### src/hdl/stc_defs.vh
`ifndef STC_DEFS_VH
`define STC_DEFS_VH

// Alarm codes as a 12-bit hex value: 1c0, 1c1, 1c2
`define STC_ALARM_W       12
`define STC_ALARM_NONE    12'h000
`define STC_ALARM_BOTH    12'h1c0
`define STC_ALARM_CH_ONE  12'h1c1
`define STC_ALARM_CH_TWO  12'h1c2

// Input level that means the safety channel is on
`define STC_INPUT_ON      1'h1

`endif

### src/hdl/stc_monitor.v
// Overview of operation
// - Any safety input off blocks PWM drive to the power stage.
// - Monitoring output is on only when both safety inputs are off.
// - Both inputs on: PWM passes, monitor off, no alarm.
// - First on, second off: block PWM, monitor off, alarm 1c2.
// - First off, second on: block PWM, monitor off, alarm 1c1.
// - Both off: block PWM, monitor on, alarm 1c0.
// - Two independent channels, each alone blocks PWM; motor coasts.
// - Cutoff is armed from reset with no configuration step.
`timescale 1ns/1ps
`include "stc_defs.vh"

module stc_monitor #(
  parameter PWM_W = 6
) (
  input  wire                    sys_clk,
  input  wire                    sys_rst,
  input  wire                    safety_input_one,
  input  wire                    safety_input_two,
  input  wire [PWM_W-1:0]        pwm_in,
  output reg  [PWM_W-1:0]        pwm_out,
  output reg                     torque_cutoff_active,
  output reg                     cutoff_monitor_output,
  output reg  [`STC_ALARM_W-1:0] alarm_code,
  output reg                     alarm_valid
);

  ////////////////////////////////////////////////////////////////////////////
  // Channel states, one-hot
  localparam ST_W        = 4;
  localparam ST_RUN      = 4'h1;
  localparam ST_TWO_OFF  = 4'h2;
  localparam ST_ONE_OFF  = 4'h4;
  localparam ST_BOTH_OFF = 4'h8;

  ////////////////////////////////////////////////////////////////////////////
  // Helpers

  // Both channels decode the same way
  function chan_off;
    input level;
    begin
      chan_off = (level != `STC_INPUT_ON);
    end
  endfunction

  // A change counts once stages two and three agree
  function stage_agree;
    input [2:0] stages;
    begin
      // Stage three is the oldest sample
      stage_agree = (stages[1] == stages[2]);
    end
  endfunction

  ////////////////////////////////////////////////////////////////////////////
  // Three-stage synchronisers, one per channel, kept apart
  reg [2:0] sync_one;
  reg [2:0] sync_two;
  reg       level_one;
  reg       level_two;

  always @(posedge sys_clk) begin
    if (sys_rst) begin
      sync_one <= 3'h0;
    end else begin
      sync_one <= {sync_one[1:0], safety_input_one};
    end
  end

  always @(posedge sys_clk) begin
    if (sys_rst) begin
      sync_two <= 3'h0;
    end else begin
      sync_two <= {sync_two[1:0], safety_input_two};
    end
  end

  // Reset to off: cutoff engaged until inputs prove on.
  // A one-cycle pulse never gets stages two and three to agree.
  // channel one armed from reset
  always @(posedge sys_clk) begin
    if (sys_rst) begin
      level_one <= ~`STC_INPUT_ON;
    end else if (stage_agree(sync_one)) begin
      level_one <= sync_one[2];
    end
  end

  always @(posedge sys_clk) begin
    if (sys_rst) begin
      level_two <= ~`STC_INPUT_ON;
    end else if (stage_agree(sync_two)) begin
      level_two <= sync_two[2];
    end
  end

  ////////////////////////////////////////////////////////////////////////////
  // Evaluation
  wire one_off = chan_off(level_one);
  wire two_off = chan_off(level_two);

  wire block_one = one_off;
  wire block_two = two_off;
  wire next_cutoff = block_one | block_two;

  reg [ST_W-1:0] eval_state;

  always @* begin
    eval_state = ST_BOTH_OFF;
    case ({one_off, two_off})
      2'h0: begin
        eval_state = ST_RUN;
      end
      2'h1: begin
        eval_state = ST_TWO_OFF;
      end
      2'h2: begin
        eval_state = ST_ONE_OFF;
      end
      // Both off, and anything odd, falls to the safe state
      default: begin
        eval_state = ST_BOTH_OFF;
      end
    endcase
  end

  ////////////////////////////////////////////////////////////////////////////
  // Outputs, all registered. The PWM gate has no enable, so nothing can
  // hold a stale pulse through a cutoff.
  // Outputs follow a pin change five edges later.

  always @(posedge sys_clk) begin
    if (sys_rst) begin
      pwm_out <= {PWM_W{1'h0}};
    end else if (next_cutoff) begin
      pwm_out <= {PWM_W{1'h0}};
    end else begin
      pwm_out <= pwm_in;
    end
  end

  always @(posedge sys_clk) begin
    if (sys_rst) begin
      torque_cutoff_active <= 1'h1;
    end else begin
      torque_cutoff_active <= next_cutoff;
    end
  end

  always @(posedge sys_clk) begin
    if (sys_rst) begin
      cutoff_monitor_output <= 1'h0;
    end else begin
      case (eval_state)
        ST_RUN: begin
          cutoff_monitor_output <= 1'h0;
        end
        ST_TWO_OFF: begin
          cutoff_monitor_output <= 1'h0;
        end
        ST_ONE_OFF: begin
          cutoff_monitor_output <= 1'h0;
        end
        ST_BOTH_OFF: begin
          cutoff_monitor_output <= 1'h1;
        end
        default: begin
          cutoff_monitor_output <= 1'h0;
        end
      endcase
    end
  end

  // Alarms follow the inputs; not latched, as no clear path exists
  always @(posedge sys_clk) begin
    if (sys_rst) begin
      alarm_code <= `STC_ALARM_NONE;
    end else begin
      case (eval_state)
        ST_RUN: begin
          alarm_code <= `STC_ALARM_NONE;
        end
        ST_TWO_OFF: begin
          alarm_code <= `STC_ALARM_CH_TWO;
        end
        ST_ONE_OFF: begin
          alarm_code <= `STC_ALARM_CH_ONE;
        end
        ST_BOTH_OFF: begin
          alarm_code <= `STC_ALARM_BOTH;
        end
        default: begin
          alarm_code <= `STC_ALARM_BOTH;
        end
      endcase
    end
  end

  // Valid while any alarm code is shown
  always @(posedge sys_clk) begin
    if (sys_rst) begin
      alarm_valid <= 1'h0;
    end else begin
      alarm_valid <= next_cutoff;
    end
  end

endmodule // stc_monitor

### config.mk
export PLATFORM = sky130hd
export DESIGN_NAME = stc_monitor
export DESIGN_NICKNAME = d
export VERILOG_FILES = /design/src/hdl/stc_monitor.v
export VERILOG_INCLUDE_DIRS = /design/src /design/src/hdl
export SDC_FILE = /design/constraint.sdc
export NUM_CORES = 1
export LEC_CHECK = 0
export ABC_AREA = 0
export BUFFER_PORTS_ARGS = -buffer_cell sky130_fd_sc_hd__buf_2
export CAP_MARGIN = 20
export CORE_MARGIN = 5
export CORE_UTILIZATION = 40
export DETAILED_ROUTE_END_ITERATION = 8
export PLACE_DENSITY = 0.72
export SKIP_CTS_REPAIR_TIMING = 1
export SLEW_MARGIN = 30
export SYNTH_ARGS = -nofsm -noshare
export SYNTH_HDL_FRONTEND = slang
export SYNTH_SLANG_ARGS = --single-unit
### constraint.sdc
create_clock -name sys_clk -period 1.1 [get_ports sys_clk]
set_clock_uncertainty 0.15 [all_clocks]
set_input_delay 0.11 -clock sys_clk [delete_from_list [all_inputs] [get_ports sys_clk]]
set_output_delay 0.11 -clock sys_clk [all_outputs]
set_load 0.01 [all_outputs]
==> results summary <==
Walking the worst path, the cells encountered are and3b_4 -> and2_1. The worst supply voltage drop on vdd is 0.748 mV. The static leakage came out at 0.378 nW.

The cell family with the largest share of critical-path delay is flip-flops. The later-pin clock latency in the skew report is 290 ps. The origin of the worst min-delay path is sys_rst. The die outline area came out at 2400 sq um. The startpoint identified for the worst register-to-register timing path is level_two$_SDFFE_PP0N_. The arrival time of the worst setup path is 1120 ps. Adding up every negative setup slack in the final design gives 0 ps.

STA classifies the critical path startpoint as a flop. The count of pins on the block boundary came out at 31. The filler cells instantiated in the layout total 145. The sequential element share of the synthesized area is 0.626. The met1 usage came out at 0.0863. The level count of the clock H-tree is 1.

The layout-stage area growth over the synthesis result came out at 31.7%. The count of mapped cells out of synthesis is 55. For this block, the via count after detailed routing is 414. TritonCTS created 3 clock buffers.

The largest net degree at the start of global routing is 13. The site row count came out at 14. The path with the worst hold slack has its endpoint at level_two$_SDFFE_PP0N_. The count of input and output buffers came out at 23.

The standard cell core area is 1470 sq um. For this run, the total global-route usage over all layers was measured as 0.0808. The register-to-register setup slack came out at 70 ps. The detailed-routing iteration count for the pre-antenna-repair pass came out at 2. The xor and xnor area share after synthesis came out at 0. For this run, the post-layout net count is 97. The clock drives 19 sinks. The run finished with clean final reports. The largest stage delay on the critical path came out at 440 ps. The simple-gate area share of the yosys netlist is 0.189. The final number of hold-violating endpoints came out at 0. The final RePlAce weighted congestion came out at 0.617. The portion of synthesized area spent on multiplexers is 0. The library cells used most frequently in the layout, excluding fill and tap cells, are buf_2 (23), dfxtp_1 (18), dlygate4sd3_1 (8). In the global route stage, met2 resource usage came out at 0.115. The register bit count reported by yosys is 19. For this block, the routed nets add up to 938 microns of wire. The final period demand of the worst path came out at 1030 ps. The die width came out at 49.0 microns.

The combined area of the multi-input logic cells came out at 166 sq um. For this block, the initial DRC count from the detailed router was 1. Of the total synthesized cell area, the portion taken by full adders, half adders and majority gates is 0. The remaining routing DRC violations came out at 0. The number of maximum-capacitance constraint violations came out at 0. CTS placed an instance of clkbuf_4 at the clock tree root. TritonCTS built the clock tree. The detailed-route wire length per cell is 9.20 microns.

In the final layout, flip-flops and latches occupy 382 sq um. At the end of the flow the core is filled with cells to 0.544. The path class of the lowest-slack min-delay path is input pin to flop. The register clock-pin slew on the reported worst setup and hold paths is 90 ps. The initial antenna violation count is 0.

Of the available clock period, the critical path in the final layout requires 0.938. The area of the mapped netlist came out at 608 sq um. The via-per-instance ratio came out at 4.06.

The number of warnings issued by yosys came out at 0. Counting both buffers and inverters, the worst setup path holds a total of 0. The die outline height is 49.0 microns. 0 antenna diodes ended up in the layout. The total count of max-transition violations in the final report came out at 0. The met3 track demand over resource in global routing is 0.0612. The compound-gate portion of the synthesized area is 0.0412.

The remaining antenna violation count came out at 0. The required time reported for the critical path endpoint is 1190 ps. The count of cell types in the netlist is 13. The power per cell area is 1390 nW/um^2. STA classifies the critical path endpoint as a flop. A synthesized cell averages 11.1 sq um. The worst register-to-register path ends at pwm_out[4]$_SDFF_PP0_. The first global-routing pass estimated 1490 microns of wire. By area, the combinational part of the netlist is dominated by simple AND/OR/NAND/NOR gates. The total grt overflow came out at 0. Along the worst hold path, the cell count comes to 3. The starting utilization of the core area came out at 0.413. The number of cells on the worst reg-to-reg path is 2. The largest individual stage delay along the critical path comes from the cell dfxtp_1. Of all nets on the critical path, the largest fanout is 7. Setup repair after global routing left no endpoint under its margin. The largest buffer count on any clock path is 2.

The routing layer with the top usage in global route is met2. Based on the critical path, the design can be clocked at up to 969 MHz. The number of failing setup endpoints in the final timing report came out at 0.

Leaving out fill and tap cells, the most frequent cell in the layout is buf_2. In the final layout, the share of cells above drive strength 1 is 0.337. The critical path is of the flop to flop type.

The via count of the first global-routing pass is 370.
[worst register-to-register path, delay by kind of cell, from the launching register on]
family,cells,cell delay [ps]
DFF,1,440
and+or+nand+nor,2,390
[power breakdown]
group / switching (mW) / leakage (nW) / total, mW / internal [mW]
logic: 0.0343 / 0.208 / 0.0789 / 0.0446
registers: 0.00484 / 0.155 / 0.706 / 0.701
clock network: 0.190 / 0.0150 / 0.331 / 0.141
[routing by layer]
metal | vias up | wire, microns | part of all wire
li1 | 218 | - | -
met1 | 171 | 387 | 0.41
met2 | 23 | 400 | 0.43
met3 | 2 | 137 | 0.15
met4 | 0 | 12 | 0.013
met5 | - | 0 | 0
[kinds of logic after synthesis]
| family | Yosys count |
|---|---|
| compound gates | 5 |
| simple gates | 18 |
| other cells | 1 |
| buf+inv | 12 |
| flops | 19 |
[state kept, by name (all words and copies together), names as in the netlist]
register / flops
cutoff_monitor_output: 1
torque_cutoff_active: 1
sync_one: 3
alarm_valid: 1
sync_two: 3
pwm_out: 6
level_one: 1
level_two: 1
alarm_code: 2
[how the worst max path moves through the flow]
stage / start / to / slack [ps] / depth (start not counted)
2_1_floorplan: level_two$_SDFFE_PP0N_ / pwm_out[0]$_SDFF_PP0_ / 160 / 2
3_3_place_gp: level_one$_SDFFE_PP0N_ / pwm_out[0]$_SDFF_PP0_ / 120 / 2
3_5_place_dp: level_one$_SDFFE_PP0N_ / pwm_out[4]$_SDFF_PP0_ / 80 / 2
4_1_cts: alarm_valid$_SDFF_PP0_ / alarm_code[7] / 50 / 1
5_1_grt: level_one$_SDFFE_PP0N_ / pwm_out[3]$_SDFF_PP0_ / 2 / 2
6_report: level_two$_SDFFE_PP0N_ / pwm_out[4]$_SDFF_PP0_ / 70 / 2
[stage by stage]
step	total power [mW]	instance area, sq um	hold slack, ps	setup slack (ps)	instances
final	1.12	801	15.0	68.0	102
after global routing	1.17	801	35.7	1.86	102
after CTS	1.11	719	-144	47.1	94
after detailed placement	0.780	693	166	80.8	90
after global placement	0.778	693	164	122	90
after floorplan	0.776	631	31.6	162	61
[cells in the mapped netlist, drive strengths merged]
library cell | instances | area share
nor2b | 6 | 0.062
nor3b | 2 | 0.025
and3b | 1 | 0.021
inv | 1 | 0.0062
and2 | 6 | 0.062
nand2 | 2 | 0.012
buf | 11 | 0.13
a21oi | 3 | 0.025
o21ai | 2 | 0.016
nor3 | 1 | 0.0082
conb | 1 | 0.0062
dfxtp | 19 | 0.63
[final cells by class]
type / instances / area share
multi-input cells: 30 / 0.208
repair buffers: 32 / 0.253
clock buffers: 4 / 0.0328
flip-flops and latches: 19 / 0.477
inverters: 1 / 0.00469
well taps: 16 / 0.0250
Note: power is estimated with default switching activity, not from simulation.
